## src/breakpoint_regs.vh

```
// register indices, field positions, reset values and encodings of the breakpoint debug unit
// Functional notes
// - access type 00 execute only, 01 data write only, 11 read or write, 10 unused
// - span length 00 one byte, 01 two bytes, 11 four bytes, 10 unused
// - global arm bit keeps breakpoint armed in all tasks; never cleared on task switch
// - local arm bit arms for current task only; cleared on every task switch
// - access guard blocks debug register moves; cleared when any debug exception taken
// - match flag set for each matching breakpoint at an exception, even if unarmed
// - task trap flag set before handler when switching to task with trap bit set
// - single step flag set when exception caused by trap flag, flags bit 8
// - status flags never cleared by hardware; handler software clears them by writing
// - with trap flag set, a debug exception follows every completed instruction
// - one-byte software breakpoint instruction also raises a code breakpoint exception
// - four read/write address registers hold linear breakpoint addresses
// - status captures the conditions present at the moment of the exception
// - execute breakpoints are raised before the matching instruction executes
// - debug registers moved only by move instructions at privilege level 0
`ifndef BREAKPOINT_REGS_VH
`define BREAKPOINT_REGS_VH
// register indices on the move port
`define IDX_ADDR0       3'h0
`define IDX_ADDR1       3'h1
`define IDX_ADDR2       3'h2
`define IDX_ADDR3       3'h3
`define IDX_STATUS      3'h6
`define IDX_CONTROL     3'h7
// control field positions
`define CTL_GUARD_BIT   13
`define CTL_TYPE_LSB    16
`define CTL_LEN_LSB     18
`define CTL_FIELD_STEP  4
// control reserved bits and reset
`define CTL_WMASK       32'hffff20ff
`define CTL_FIXED       32'h00000400
`define CTL_RESET       32'h00000400
// status field positions, reserved bits and reset
`define STS_STEP_BIT    14
`define STS_TASK_BIT    15
`define STS_WMASK       32'h0000c00f
`define STS_FIXED       32'h00001ff0
`define STS_RESET       32'h00001ff0
`define ADDR_RESET      32'h00000000
// access type encodings
`define TYPE_EXEC       2'h0
`define TYPE_WRITE      2'h1
`define TYPE_UNUSED     2'h2
`define TYPE_RDWR       2'h3
// span length encodings
`define LEN_ONE         2'h0
`define LEN_TWO         2'h1
`define LEN_UNUSED      2'h2
`define LEN_FOUR        2'h3
// flags register trap flag position
`define FLAG_TRAP_BIT   8
`endif

```

## src/breakpoint_debug_unit.v

```verilog
// breakpoint, single-step and debug register logic beside the core pipeline
`timescale 1ns/100ps
`default_nettype none
`include "breakpoint_regs.vh"

module breakpoint_debug_unit #(
  parameter NUM_BP = 4
) (
  input  wire        clk,
  input  wire        rst_n,
  // debug register move port
  input  wire        move_rd,
  input  wire        move_wr,
  input  wire [2:0]  move_index,
  input  wire [31:0] move_wdata,
  input  wire [1:0]  current_privilege,
  output reg  [31:0] move_rdata,
  output reg         move_done,
  output reg         move_priv_fault,
  output reg         move_guard_fault,
  // instruction fetch side
  input  wire        fetch_valid,
  input  wire [31:0] fetch_addr,
  output wire        exec_break,
  // data access side
  input  wire        data_valid,
  input  wire        data_write,
  input  wire [31:0] data_addr,
  input  wire [1:0]  data_len,
  // instruction completion and flags
  input  wire        instr_retire,
  input  wire [31:0] flags_register,
  input  wire        software_breakpoint_instruction,
  // task switch
  input  wire        task_switch,
  input  wire        task_trap_bit,
  // exception towards the core
  output reg         debug_exception,
  output wire [31:0] breakpoint_control_out,
  output wire [31:0] breakpoint_status_out
);

  reg  [31:0] breakpoint_address_regs [0:NUM_BP-1];
  reg  [31:0] breakpoint_control;
  reg  [31:0] breakpoint_status;
  wire [NUM_BP-1:0] match_flag;
  wire [NUM_BP-1:0] armed;
  wire [NUM_BP-1:0] exec_match;
  wire [NUM_BP-1:0] data_match;
  wire        step_event;
  wire        task_trap_event;
  wire        move_req;
  wire        priv_ok;
  wire        guard_hit;
  wire        move_ok;
  wire        take_exception;
  wire        data_break;
  wire [2:0]  write_sel;
  wire        write_address;
  wire        write_status;
  wire        write_control;
  reg  [31:0] next_control;
  reg  [31:0] next_status;
  integer     k;
  integer     m; // reset loop index, kept apart from the combinational one

  // byte lanes covered by an address and a span length, within one dword
  function [3:0] byte_lanes;
    input [1:0] low;
    input [1:0] len;
    reg   [3:0] base;
    begin
      base = 4'h1;
      case (len)
        `LEN_ONE: begin
          base = 4'h1;
        end
        `LEN_TWO: begin
          base = 4'h3;
        end
        `LEN_FOUR: begin
          base = 4'hf;
        end
        default: begin
          base = 4'h1;
        end
      endcase
      byte_lanes = base << low;
    end
  endfunction

  // breakpoint address is assumed aligned to its span
  function [1:0] aligned_low;
    input [1:0] low;
    input [1:0] len;
    begin
      case (len)
        `LEN_TWO: begin
          aligned_low = {low[1], 1'b0};
        end
        `LEN_FOUR: begin
          aligned_low = 2'h0;
        end
        default: begin
          aligned_low = low;
        end
      endcase
    end
  endfunction

  // register group decode: bit 2 control, bit 1 status, bit 0 an address register
  function [2:0] reg_select;
    input [2:0] index;
    begin
      reg_select = 3'h0;
      if (index == `IDX_CONTROL) begin
        reg_select = 3'h4;
      end else if (index == `IDX_STATUS) begin
        reg_select = 3'h2;
      end else if (index < NUM_BP) begin
        reg_select = 3'h1;
      end
    end
  endfunction

  // per-breakpoint comparators
  genvar i;
  generate
    for (i = 0; i < NUM_BP; i = i + 1) begin : g_bp
      wire [1:0]  bp_type;
      wire [1:0]  bp_len;
      wire [31:0] bp_addr;
      wire [3:0]  bp_lanes;
      wire [3:0]  acc_lanes;
      wire        same_dword;
      assign bp_type = breakpoint_control[`CTL_TYPE_LSB + i*`CTL_FIELD_STEP +: 2];
      assign bp_len  = breakpoint_control[`CTL_LEN_LSB + i*`CTL_FIELD_STEP +: 2];
      assign bp_addr = breakpoint_address_regs[i];
      assign bp_lanes   = byte_lanes(aligned_low(bp_addr[1:0], bp_len), bp_len);
      assign acc_lanes  = byte_lanes(data_addr[1:0], data_len);
      assign same_dword = (data_addr[31:2] == bp_addr[31:2]);
      assign exec_match[i] = fetch_valid && (bp_type == `TYPE_EXEC) &&
                             (fetch_addr == bp_addr);
      // data write or any data access
      assign data_match[i] = data_valid && same_dword && ((bp_lanes & acc_lanes) != 4'h0) &&
                             (((bp_type == `TYPE_WRITE) && data_write) ||
                              (bp_type == `TYPE_RDWR));
      assign match_flag[i] = exec_match[i] || data_match[i];
      assign armed[i] = breakpoint_control[2*i] || breakpoint_control[2*i+1];
    end
  endgenerate

  assign step_event      = instr_retire && flags_register[`FLAG_TRAP_BIT];
  assign task_trap_event = task_switch && task_trap_bit;

  // raised combinationally so the core stops before execution
  assign exec_break = |(exec_match & armed);

  // moves only at privilege level 0
  assign move_req  = move_rd || move_wr;
  assign priv_ok   = (current_privilege == 2'h0);
  assign guard_hit = move_req && priv_ok && breakpoint_control[`CTL_GUARD_BIT];
  assign move_ok   = move_req && priv_ok && !breakpoint_control[`CTL_GUARD_BIT];

  // accepted writes, one strobe per register group
  assign write_sel     = reg_select(move_index);
  assign write_address = move_ok && move_wr && write_sel[0];
  assign write_status  = move_ok && move_wr && write_sel[1];
  assign write_control = move_ok && move_wr && write_sel[2];

  // armed data breakpoints only; unarmed matches are logged only at an exception, not raised
  assign data_break = |(data_match & armed);

  // software breakpoint is a cause of its own
  assign take_exception = exec_break || data_break || step_event ||
                          task_trap_event || software_breakpoint_instruction || guard_hit;

  // next control value: write, then task switch, then exception
  always @* begin
    next_control = breakpoint_control;
    if (write_control) begin
      // reserved bits forced to their fixed values
      next_control = (move_wdata & `CTL_WMASK) | `CTL_FIXED;
    end
    if (task_switch) begin
      // local arm bits dropped, global kept
      for (k = 0; k < NUM_BP; k = k + 1) begin
        next_control[2*k] = 1'b0;
      end
    end
    if (take_exception) begin
      next_control[`CTL_GUARD_BIT] = 1'b0;
    end
  end

  // next status value: hardware sets win over a software clear in the same cycle
  always @* begin
    next_status = breakpoint_status;
    if (write_status) begin
      next_status = (move_wdata & `STS_WMASK) | `STS_FIXED;
    end
    if (take_exception) begin
      next_status[NUM_BP-1:0] = next_status[NUM_BP-1:0] | match_flag;
      if (step_event) begin
        next_status[`STS_STEP_BIT] = 1'b1;
      end
      if (task_trap_event) begin
        next_status[`STS_TASK_BIT] = 1'b1;
      end
    end
  end

  // control and status registers
  always @(posedge clk or negedge rst_n) begin
    if (!rst_n) begin
      breakpoint_control <= `CTL_RESET;
      breakpoint_status  <= `STS_RESET;
    end else begin
      breakpoint_control <= next_control;
      breakpoint_status  <= next_status;
    end
  end

  always @(posedge clk or negedge rst_n) begin
    if (!rst_n) begin
      for (m = 0; m < NUM_BP; m = m + 1) begin
        breakpoint_address_regs[m] <= `ADDR_RESET;
      end
    end else if (write_address) begin
      breakpoint_address_regs[move_index[1:0]] <= move_wdata;
    end
  end

  // move read data and completion, one cycle after the request
  always @(posedge clk or negedge rst_n) begin
    if (!rst_n) begin
      move_rdata       <= 32'h00000000;
      move_done        <= 1'b0;
      move_priv_fault  <= 1'b0;
      move_guard_fault <= 1'b0;
    end else begin
      move_done        <= move_ok;
      move_priv_fault  <= move_req && !priv_ok;
      move_guard_fault <= guard_hit;
      // refused moves leave the read data untouched
      if (move_ok && move_rd) begin
        case (move_index)
          `IDX_ADDR0: begin
            move_rdata <= breakpoint_address_regs[0];
          end
          `IDX_ADDR1: begin
            move_rdata <= breakpoint_address_regs[1];
          end
          `IDX_ADDR2: begin
            move_rdata <= breakpoint_address_regs[2];
          end
          `IDX_ADDR3: begin
            move_rdata <= breakpoint_address_regs[3];
          end
          `IDX_STATUS: begin
            move_rdata <= breakpoint_status;
          end
          `IDX_CONTROL: begin
            move_rdata <= breakpoint_control;
          end
          default: begin
            move_rdata <= 32'h00000000; // unmapped index reads zero
          end
        endcase
      end
    end
  end

  // exception pulse to the core, one cycle after its cause
  always @(posedge clk or negedge rst_n) begin
    if (!rst_n) begin
      debug_exception <= 1'b0;
    end else begin
      debug_exception <= take_exception;
    end
  end

  // register views for the core
  assign breakpoint_control_out = breakpoint_control;
  assign breakpoint_status_out  = breakpoint_status;

endmodule
`default_nettype wire

```

## config.mk

```make
export PLATFORM = sky130hd
export DESIGN_NAME = breakpoint_debug_unit
export DESIGN_NICKNAME = d
export VERILOG_FILES = /design/src/breakpoint_debug_unit.v
export VERILOG_INCLUDE_DIRS = /design/src
export SDC_FILE = /design/constraint.sdc
export NUM_CORES = 1
export LEC_CHECK = 0
export ABC_CLOCK_PERIOD_IN_PS = 3800
export BUFFER_PORTS_ARGS = -buffer_cell sky130_fd_sc_hd__buf_4
export CORE_MARGIN = 10
export CORE_UTILIZATION = 50
export DETAILED_ROUTE_END_ITERATION = 12
export PLACE_DENSITY_LB_ADDON = 0.08
export REMOVE_ABC_BUFFERS = 1
export SLEW_MARGIN = 10
export SYNTH_ARGS = -nofsm -noshare
export SYNTH_HDL_FRONTEND = slang
export SYNTH_SLANG_ARGS = --single-unit
```

## constraint.sdc

```tcl
create_clock -name clk -period 3.8 [get_ports clk]
set_input_delay 1.14 -clock clk [delete_from_list [all_inputs] [get_ports clk]]
set_output_delay 1.14 -clock clk [all_outputs]
set_load 0.01 [all_outputs]
```

# Yosys cells after proc, flatten, opt, wreduce, memory -nomap -nowiden
# Cells that the tools add are included.
op_classes:
  eq_ne: 31
  n_shift: 5
  n_lt_le_gt_ge: 3
  mux: 27
  bitwise: 8
  n_reduce_logical: 70
ops:
  columns: ["op", "n"]
  rows:
  - ["32-bit case mux with 6 select lines", 1]
  - ["128-bit bitwise mux", 1]
  - ["32-bit == test", 4]
  - ["30-bit == test", 4]
  - ["32-bit demux with 2-bit select", 1]
  - ["4-bit case mux with 2 select lines", 5]
  - ["1-bit logical AND", 36]
  - ["32-bit 2-to-1 mux", 1]
  - ["4-bit AND", 6]
  - ["4-bit by 2-bit left shift with 4-bit output", 5]
  - ["2-bit by 1-bit == test with 1-bit output, second input constant", 9]
  - ["2-bit == test, second input constant", 9]
  - ["1-bit logical OR", 18]
  - ["16-bit 2-to-1 mux", 1]
  - ["2-bit case mux with 2 select lines", 4]
  - ["4-bit nonzero test", 4]
  - ["14-bit 2-to-1 mux", 1]
  - ["2-bit zero test", 5]
  - ["1-bit 2-to-1 mux", 8]
  - ["4-bit OR reduction", 2]
  - ["3-bit by 2-bit == test with 1-bit output, second input constant", 2]
  - ["3-bit == test, second input constant", 2]
  - ["2-bit 2-to-1 mux", 2]
  - ["4-bit 2-to-1 mux", 1]
  - ["10 further kinds", 12]
word_totals:
  inputBits: 146
  reg_bits: 195
  output_inout_bits: 101
  elab_cells: 157

# Longest topological paths before layout
# Gate-level depths: netlist of run 1.
logic_depth:
  word_depth: 15
  mapped_depth: 9
  depth_no_buf: 7

# Worst setup path after synthesis of run 1
# No wires, ideal clock.
synth_path:
  path_type: "input-to-output"
  startpoint: "in fetch_addr[19]"
  endpoint: "out exec_break"
  n_path_buf: 1
  arrival_time_ns: 2.816
  cell_stages: 8
  slack_ns: -0.156
  t_required_ns: 2.660
  path_cell_list: "buf_6 > xor2_1 > or4_1 > nor3b_1 > nand4_1 > or4_1 > o22ai_1 > a211o_1"
synth_between:
  elab_chain_cells: 4
  word_cells_on_any_way: 10
  classes_between: "eq/ne: 4; bitwise: 1; reduce/logical: 5"
synth_rtl:
  columns: ["item", "line", "source"]
  rows:
  - ["start, declared", "breakpoint_debug_unit.v:23", "input wire [31:0] fetch_addr,"]
  - ["32-bit == test", "breakpoint_debug_unit.v:143", "(fetch_addr == bp_addr);"]
  - ["1-bit logical AND", "breakpoint_debug_unit.v:142", "assign exec_match[i] = fetch_valid && (bp_type == `TYPE_EXEC) &&"]
  - ["4-bit AND (*)", "breakpoint_debug_unit.v:157", "assign exec_break = |(exec_match & armed);"]
  - ["4-bit OR reduction (*)", "breakpoint_debug_unit.v:157", null]
  - ["end, declared", "breakpoint_debug_unit.v:24", "output wire exec_break,"]
# Mark *: on every way between the ends. The rest lies on a longest branch, timed or not.

# Final worst setup path of run 1
# Same ends and word-level chain as after synthesis.

==> out/metrics.csv, run 1 <==
metric;value;unit
cap_viol_max_count;0;
antenna_found_initial;0;
period_share;113;%
final_common_cell;buf_4;
clock_skew;0.0117;ns
path_class;in -> out;
wl;52800;um
final_core_util;64.1;%
cts_tree;yes;
drt-initial-drc-count;1326;
cts-root-buf;clkbuf_16;
ys_types;61;
cts_sinks;195;
yosysSeqAreaShare;38.9;%
grt-ovfl-total;0;
crit_start;fetch_addr[19];
ys.warnings.count;0;
setup_viol_count_final;1;
cts.htree.levels;4;
core-area;24500;sq um
critPathArrivalTime;3.15;ns
min_from;move_rdata[20];
grt_setup_unrepaired;yes;
die_h;178;um
design_area;15700;sq um
ys_ff_latch;195;
synth_ff_type;dfrtp_1;
std_cell_rows;57;
syn_inst;1250;
die-area;31800;sq um
clk_pin_slew_worst_paths;0.07;ns
leakage;7.11;nW
hp-class;reg -> reg;
vias;11238;
powerDensity;473;nW/um^2
dpl.hpwl;43000;um
postRouteAntennaNets;0;
grt_pass1_wl;76300;um
cp_max_fo;2;
syn-cell-area;12600;sq um
pin_count;247;
synth_edf_count;0;
hold_buffers;0;
numCtsBuffers;17;
drtPass1Iterations;5;
vias_per_cell;6.03;
post-route-drc-count;0;
synthArstFlopShare;100;%
routabilityCongestion;1.07;
crit_path_start_kind;input port;
die_x;178;um
timing_max_transition_violations_final;0;
final_hold_viol_count;0;
antennaDiodeCount;0;
multi_input_area;7220;sq um
synth_area_per_cell;10.0;sq um
cts_setup_buffers;0;
worstPathRequired;2.66;ns
worst_slew_pin_slew;0.743;ns
max_freq;0.233;GHz
period_needed;4.29;ns
max-vdd-ir-drop;0.289;mV
port_buffers;182;
final_nets;1674;
place_area;15100;sq um
clkLatencyLatePin;0.45;ns
grt_max_degree;116;
slew_headroom;50.4;%
regArea;4880;sq um
cts_max_path_buffers;2;
grt_usage;33.0;%
final_cell_mix;buf_4 (338), dfrtp_1 (195), xnor2_1 (171);
drt-wirelength-per-cell;28.3;um
grt_pass1_vias;11168;
drive_above_1_share;27.4;%
r2r-start;g_bp[3].bp_addr[12];
status;finished with violations;
violations;negative setup slack;
fillers;2076;
cp-end-kind;primary output;
area_growth;25.4;%
worst_slack;-0.487;ns
start_util;51.2;%
## cell usage after synthesis (5+ instances only)
| cell type | number | area, sq um |
|---|---|---|
| a21oi_1 | 37 | 185 |
| a22o_1 | 20 | 175 |
| a22oi_1 | 13 | 97.6 |
| buf_1 | 7 | 26.3 |
| buf_2 | 20 | 100 |
| buf_4 | 34 | 255 |
| clkbuf_1 | 53 | 199 |
| dfrtp_1 | 195 | 4880 |
| inv_1 | 7 | 26.3 |
| mux2_1 | 116 | 1310 |
| mux2_2 | 20 | 225 |
| mux2i_1 | 30 | 300 |
| mux4_2 | 10 | 225 |
| nand2_1 | 136 | 510 |
| nand3_1 | 14 | 70.1 |
| nand4_1 | 60 | 375 |
| nor2_1 | 46 | 173 |
| nor3_1 | 10 | 50.1 |
| nor3b_1 | 10 | 75.1 |
| nor4_1 | 35 | 219 |
| nor4b_1 | 10 | 87.6 |
| o2111ai_1 | 5 | 43.8 |
| o21ai_0 | 39 | 195 |
| or4_1 | 5 | 37.5 |
| xnor2_1 | 173 | 1520 |
| xor2_1 | 79 | 692 |
## kinds of logic after synthesis
logic type	count (synthesis)	synth area share [%]
AO/OA/AOI/OAI	143	7.30
AND/OR/NAND/NOR	357	14.8
flip-flops	195	38.9
other	2	0.0598
XOR/XNOR	252	17.6
multiplexers	176	16.4
buffers and inverters	125	5.01
## routing by layer
| metal | global-route usage [%] | vias up | part of all wire, % |
|---|---|---|---|
| met1 | 43.7 | 5652 | 41 |
| met3 | 7.02 | 78 | 9.0 |
| met2 | 53.5 | 608 | 47 |
| met4 | 9.51 | 0 | 2.8 |
| li1 | - | 4900 | - |
| met5 | 0 | - | 0 |
## registers in the layout, summed over array words and instances, names as in the netlist
signal and flops:
g_bp.bp_addr 128, move_rdata 32, breakpoint_control_out 25, breakpoint_status_out 6
debug_exception 1, move_done 1, move_guard_fault 1, move_priv_fault 1
## repair_timing
| action | in CTS | in global routing |
|---|---|---|
| endpoints found under the setup margin | 1 | 1 |
| pin swaps | 3 | 1 |
| gates resized for setup | 4 | 4 |
## power by group
group | switching (mW) | total [mW] | leakage (nW) | internal [mW]
logic | 1.37 | 2.63 | 4.33 | 1.25
registers | 0.558 | 2.99 | 2.51 | 2.44
clock network | 0.950 | 1.82 | 0.276 | 0.874
## per-stage QoR
step / setup WS, ns / TNS (ns) / cells / hold WS [ns] / power (mW)
2_1_floorplan: -0.677 / -43.45 / 1166 / 0.516 / 4.04
3_3_place_gp: -0.581 / -0.581 / 1833 / 0.464 / 5.54
3_5_place_dp: -0.588 / -0.588 / 1833 / 0.471 / 5.58
4_1_cts: -0.527 / -0.527 / 1865 / 0.487 / 7.40
5_1_grt: -0.537 / -0.537 / 1865 / 0.512 / 7.73
6_report: -0.487 / -0.487 / 1865 / 0.484 / 7.45
## path summary, 6_finish.rpt
| path | to | slack, ns | cells after the start |
|---|---|---|---|
| max | exec_break | -0.49 | 9 |
| min | move_rdata[20] | 0.48 | 2 |
| max reg2reg | breakpoint_control_out[13] | 1.01 | 7 |
| min reg2reg | move_rdata[20] | 0.48 | 2 |
| max in group asynchronous | g_bp[3].bp_addr[24] | 2.47 | 2 |
| min in group asynchronous | g_bp[1].bp_addr[27] | 0.72 | 2 |
## layout make-up
class,instances,area share (%)
multi-input cells,961,45.9
flip-flops and latches,195,31.0
repair buffers,343,16.7
clock buffers,17,2.70
well taps,324,2.58
clock inverters,15,0.914
inverters,10,0.239
## critical path: stages
cell and delay, ns:
buf_4 0.12, xor2_1 0.18, or4_4 0.55, nor3b_2 0.17
nand4_1 0.12, or4_4 0.44, o22ai_2 0.16, a211o_1 0.16
buf_6 0.11
Note: power is estimated with default switching activity, not from simulation.
==> run 2: changes to the inputs <==
--- a/config.mk
+++ b/config.mk
@@ -11,7 +11,7 @@
 export CORE_MARGIN = 10
 export CORE_UTILIZATION = 50
 export DETAILED_ROUTE_END_ITERATION = 12
-export PLACE_DENSITY_LB_ADDON = 0.08
+export PLACE_DENSITY = 0.87
 export REMOVE_ABC_BUFFERS = 1
 export SLEW_MARGIN = 10
 export SYNTH_ARGS = -nofsm -noshare
==> out/metrics.csv, run 2 (same netlist as run 1, synthesis figures left out) <==
metric;value;unit
final_cell_mix;buf_4 (346), dfrtp_1 (195), xnor2_1 (173);
start_util;51.2;%
clk_pin_slew_worst_paths;0.08;ns
post-route-drc-count;0;
powerDensity;483;nW/um^2
grt_use_met1;46.0;%
antenna_found_initial;1;
period_share;115;%
timing_max_transition_violations_final;0;
cts_tree;yes;
r2r-start;g_bp[2].bp_addr[5];
max_freq;0.229;GHz
cts_sinks;195;
numCtsBuffers;17;
largest_reg_flops;128;
ff2ff_setup_slack;1.08;ns
fin_setup_tns;-0.558;ns
max-vdd-ir-drop;0.298;mV
violations;negative setup slack;
postRouteAntennaNets;0;
min_to;move_rdata[29];
final_common_cell;buf_4;
place_area;15200;sq um
worst_slew_pin_slew;0.739;ns
drtPass1Iterations;6;
cts_setup_buffers;0;
port_buffers;182;
worstPathRequired;2.66;ns
grt_pass1_wl;81100;um
grtUsageMet3;7.00;%
rr_worst_depth;9;
pin_count;247;
dpl.hpwl;46000;um
grt_setup_unrepaired;yes;
min_path_cells;2;
clock_skew;0.0115;ns
total_power;7.66;mW
grt_max_degree;84;
use_met2;57.4;%
whs;0.491;ns
std_cell_rows;57;
vias_per_cell;6.19;
grt_usage;35.2;%
vias;11603;
busiest_layer;met2;
path_class;in -> out;
area_growth;26.3;%
cap_viol_max_count;0;
drt-initial-drc-count;1426;
cp-end-kind;primary output;
wl;56500;um
status;finished with violations;
final_hold_viol_count;0;
slew_headroom;50.6;%
setup_viol_count_final;1;
dp_slack;-0.767;ns
cts.htree.levels;4;
die_h;178;um
dp_cells;1842;
r2r-end;breakpoint_status_out[2];
hp-class;reg -> reg;
finalNonFillerCells;1874;
leakage;7.18;nW
antennaDiodeCount;0;
critPathArrivalTime;3.22;ns
cts_max_path_buffers;2;
clkLatencyLatePin;0.45;ns
min_from;move_rdata[29];
drive_above_1_share;27.8;%
drt-wirelength-per-cell;30.2;um
final_core_util;64.6;%
design_area;15900;sq um
grt-ovfl-total;0;
core-area;24500;sq um
die_x;178;um
crit_path_start_kind;input port;
hold_buffers;0;
worst_slack;-0.558;ns
period_needed;4.36;ns
cp_max_fo;2;
routabilityCongestion;1.05;
die-area;31800;sq um
grt_pass1_vias;11776;
cts-root-buf;clkbuf_16;
final_nets;1683;
## run 2: cell count changes in the layout (fill, tap and decap cells not counted), moves of 2 or more
| cell | delta |
|---|---|
| buf_4 | +8 |
| inv_6 | -3 |
| xor2_1 | -3 |
| xor2_2 | +3 |
| clkinv_2 | -2 |
| clkinv_4 | +2 |
| clkinvlp_4 | -2 |
| inv_8 | +2 |
| xnor2_1 | +2 |
| xnor2_2 | -2 |
## run 2: repair_timing
| action | in CTS | in global routing |
|---|---|---|
| setup endpoints to repair | 1 | 1 |
| pin swaps | 2 | 1 |
| endpoints found under the hold margin | 0 | 0 |
| gates resized for setup | 9 | 2 |
## run 2: worst max-delay path by stage
| stage | startpoint | end | slack, ns | cells after the start |
|---|---|---|---|---|
| 2_1_floorplan | current_privilege[1] | g_bp[0].bp_addr[0] | -0.68 | 4 |
| 3_3_place_gp | fetch_addr[14] | exec_break | -0.74 | 9 |
| 3_5_place_dp | fetch_addr[14] | exec_break | -0.77 | 9 |
| 4_1_cts | fetch_addr[14] | exec_break | -0.56 | 9 |
| 5_1_grt | fetch_addr[19] | exec_break | -0.62 | 9 |
| 6_report | fetch_addr[19] | exec_break | -0.56 | 9 |
## run 2: where the power goes
group	internal [mW]	total, mW	switching [mW]	leakage [nW]
Combinational	1.28	2.73	1.45	4.37
Sequential	2.44	3.00	0.559	2.51
Clock	0.966	1.93	0.969	0.297
## run 2: area by class of cell
cell class                 instances  area, sq um
clock buffer                      19          443
clock inverter                    13          163
fill                            1993         8680
inverter                          10         37.5
multi-input combinational        961         7240
sequential                       195         4880
tap                              324          405
timing repair buffer             352         2690
## run 2: per-layer routing
layer | share of wire (%) | vias to the layer above | wire length, um
met4 | 3.5 | 2 | 1970
met5 | 0.023 | - | 13
met1 | 40 | 5799 | 22600
met3 | 9.8 | 121 | 5550
li1 | - | 4921 | -
met2 | 47 | 760 | 26400
## run 2: worst max-delay path, stage by stage
cell and delay, ns:
buf_4 0.13, xor2_2 0.19, or4_4 0.51, nor3b_4 0.19
nand4_1 0.11, or4_4 0.47, o22ai_4 0.17, a211o_1 0.17
buf_6 0.12
==> run 3: changes to the inputs <==
--- a/config.mk
+++ b/config.mk
@@ -6,12 +6,15 @@
 export SDC_FILE = /design/constraint.sdc
 export NUM_CORES = 1
 export LEC_CHECK = 0
+export ABC_AREA = 1
 export ABC_CLOCK_PERIOD_IN_PS = 3800
 export BUFFER_PORTS_ARGS = -buffer_cell sky130_fd_sc_hd__buf_4
+export CELL_PAD_IN_SITES_DETAIL_PLACEMENT = 0
+export CELL_PAD_IN_SITES_GLOBAL_PLACEMENT = 1
 export CORE_MARGIN = 10
-export CORE_UTILIZATION = 50
+export CORE_UTILIZATION = 36
 export DETAILED_ROUTE_END_ITERATION = 12
-export PLACE_DENSITY = 0.87
+export PLACE_DENSITY = 0.88
 export REMOVE_ABC_BUFFERS = 1
 export SLEW_MARGIN = 10
 export SYNTH_ARGS = -nofsm -noshare
==> out/metrics.csv, run 3 <==
metric;value;unit
status;complete, no violations;
vias;12838;
cts_tree;yes;
timing_max_transition_violations_final;0;
r2r-end;breakpoint_status_out[2];
r2r-start;g_bp[2].bp_addr[16];
rr_worst_depth;13;
synth_area_per_cell;6.95;sq um
period_needed;3.71;ns
drive_above_1_share;15.1;%
final_cell_mix;nand2_1 (608), buf_4 (217), o21ai_0 (216);
std_cell_rows;68;
final_core_util;43.2;%
syn_inst;1795;
drtPass1Iterations;6;
fin_setup_tns;0;ns
cts_sinks;195;
final_nets;2108;
pin_count;247;
setup_viol_count_final;0;
postRouteAntennaNets;0;
ys.warnings.count;0;
min_path_cells;1;
place_area;14300;sq um
yosysSeqAreaShare;39.1;%
cp_max_fo;4;
min_to;move_rdata[16];
synth_ff_type;dfrtp_1;
max-vdd-ir-drop;0.329;mV
yosysTopAreaCell;dfrtp_1;
drt-initial-drc-count;1331;
synthArstFlopShare;100;%
hp-class;reg -> reg;
core-area;34400;sq um
die_x;206;um
critPathArrivalTime;2.57;ns
port_buffers;182;
clock_skew;0.0132;ns
ys_ff_latch;195;
grt_max_degree;79;
cts_max_path_buffers;2;
final_hold_viol_count;0;
cts_setup_buffers;0;
antennaDiodeCount;0;
powerDensity;449;nW/um^2
die-area;42500;sq um
routabilityCongestion;1.05;
max_freq;0.269;GHz
vias_per_cell;5.29;
period_share;97.7;%
slew_headroom;48.3;%
yosysMostFrequentCell;nand2_1;
synth_top_area_share;39.1;%
dpl.hpwl;45100;um
hold_buffers;0;
final_common_cell;nand2_1;
design_area;14800;sq um
grt-ovfl-total;0;
yosys-top-cells-count;nand2_1 (608), o21ai_0 (216), dfrtp_1 (195), inv_1 (195), nor2_1 (127);
wl;56400;um
drt-wirelength-per-cell;23.2;um
largest_reg_flops;128;
syn-cell-area;12500;sq um
synth_edf_count;0;
grt_pass1_vias;12402;
antenna_found_initial;1;
cts.htree.levels;4;
ff2ff_setup_slack;1.67;ns
cap_viol_max_count;0;
cp-end-kind;primary output;
area_growth;19.0;%
start_util;36.3;%
cts-root-buf;clkbuf_16;
grt_usage;26.3;%
worstPathRequired;2.66;ns
path_class;in -> out;
clk_pin_slew_worst_paths;0.07;ns
grt_pass1_wl;81600;um
die_h;206;um
grt_setup_unrepaired;no;
ys_types;42;
total_power;6.67;mW
leakage;7.16;nW
min_from;move_rdata[16];
fillers;3632;
crit_path_start_kind;input port;
clkLatencyLatePin;0.47;ns
worst_slew_pin_slew;0.755;ns
numCtsBuffers;17;
synthTopCellsByArea;dfrtp_1 (39%), nand2_1 (18%), o21ai_0 (8.7%);
post-route-drc-count;0;
[run 3: logic make-up (layout without fill, tap and decap cells)]
family	after synthesis	count (layout)	synth area share [%]
and+or+nand+nor	813	813	25.9
buffers and inverters	324	472	11.2
other	2	33	0.0602
AOI/OAI and AO/OA	352	352	16.1
DFF	195	195	39.1
xor gates and xnor gates	109	109	7.66
[run 3: cell type report]
class	count	area [sq um]	area share [%]
Multi-Input combinational cell	1307	6310	42.5
Sequential cell	195	4880	32.9
Timing Repair Buffer	220	1680	11.3
Inverter	221	830	5.59
Tap cell	455	569	3.84
Clock buffer	19	453	3.05
Clock inverter	12	114	0.767
[run 3: repair_timing]
action / 4_1_cts / 5_1_grt
gates resized for setup: 0 / 2
endpoints found under the hold margin: 0 / 0
endpoints found under the setup margin: 0 / 1
[run 3: stage by stage]
stage	hold slack (ns)	std cells	setup WS (ns)
floorplan	0.474	1723	0.748
global placement	0.464	2398	0.110
detailed placement	0.467	2398	0.118
CTS	0.485	2429	0.116
global route	0.506	2429	0.0184
finish	0.484	2429	0.0879
[run 3: worst max-delay path by stage]
stage / from / end / slack (ns) / cells past startpoint
final: fetch_addr[2] / exec_break / 0.09 / 11
after CTS: fetch_addr[6] / exec_break / 0.12 / 12
after floorplan: fetch_addr[10] / exec_break / 0.75 / 10
after detailed placement: fetch_addr[6] / exec_break / 0.12 / 12
after global placement: fetch_addr[6] / exec_break / 0.11 / 12
after global routing: fetch_addr[14] / exec_break / 0.02 / 12
[run 3: routing by layer]
| metal | part of all wire (%) | vias up | track usage [%] |
|---|---|---|---|
| li1 | - | 5974 | - |
| met1 | 42 | 6114 | 35.4 |
| met2 | 45 | 646 | 40.8 |
| met3 | 8.9 | 102 | 4.91 |
| met4 | 4.0 | 2 | 10.9 |
| met5 | 0.014 | - | 0 |
[run 3: critical path, stage by stage]
cell	delay, ns
buf_4	0.15
xnor2_1	0.28
nand2_1	0.20
nor2_1	0.15
nand2_1	0.07
nor2_2	0.15
nand4_1	0.11
nand2_1	0.09
nor2_2	0.06
inv_1	0.05
buf_4	0.11
[run 3: power by group]
group          leakage (nW)  total, mW  switching (mW)  internal, mW
Combinational          4.31       1.94            1.17         0.775
Sequential             2.57       2.91           0.506          2.40
Clock                 0.278       1.82           0.920         0.897
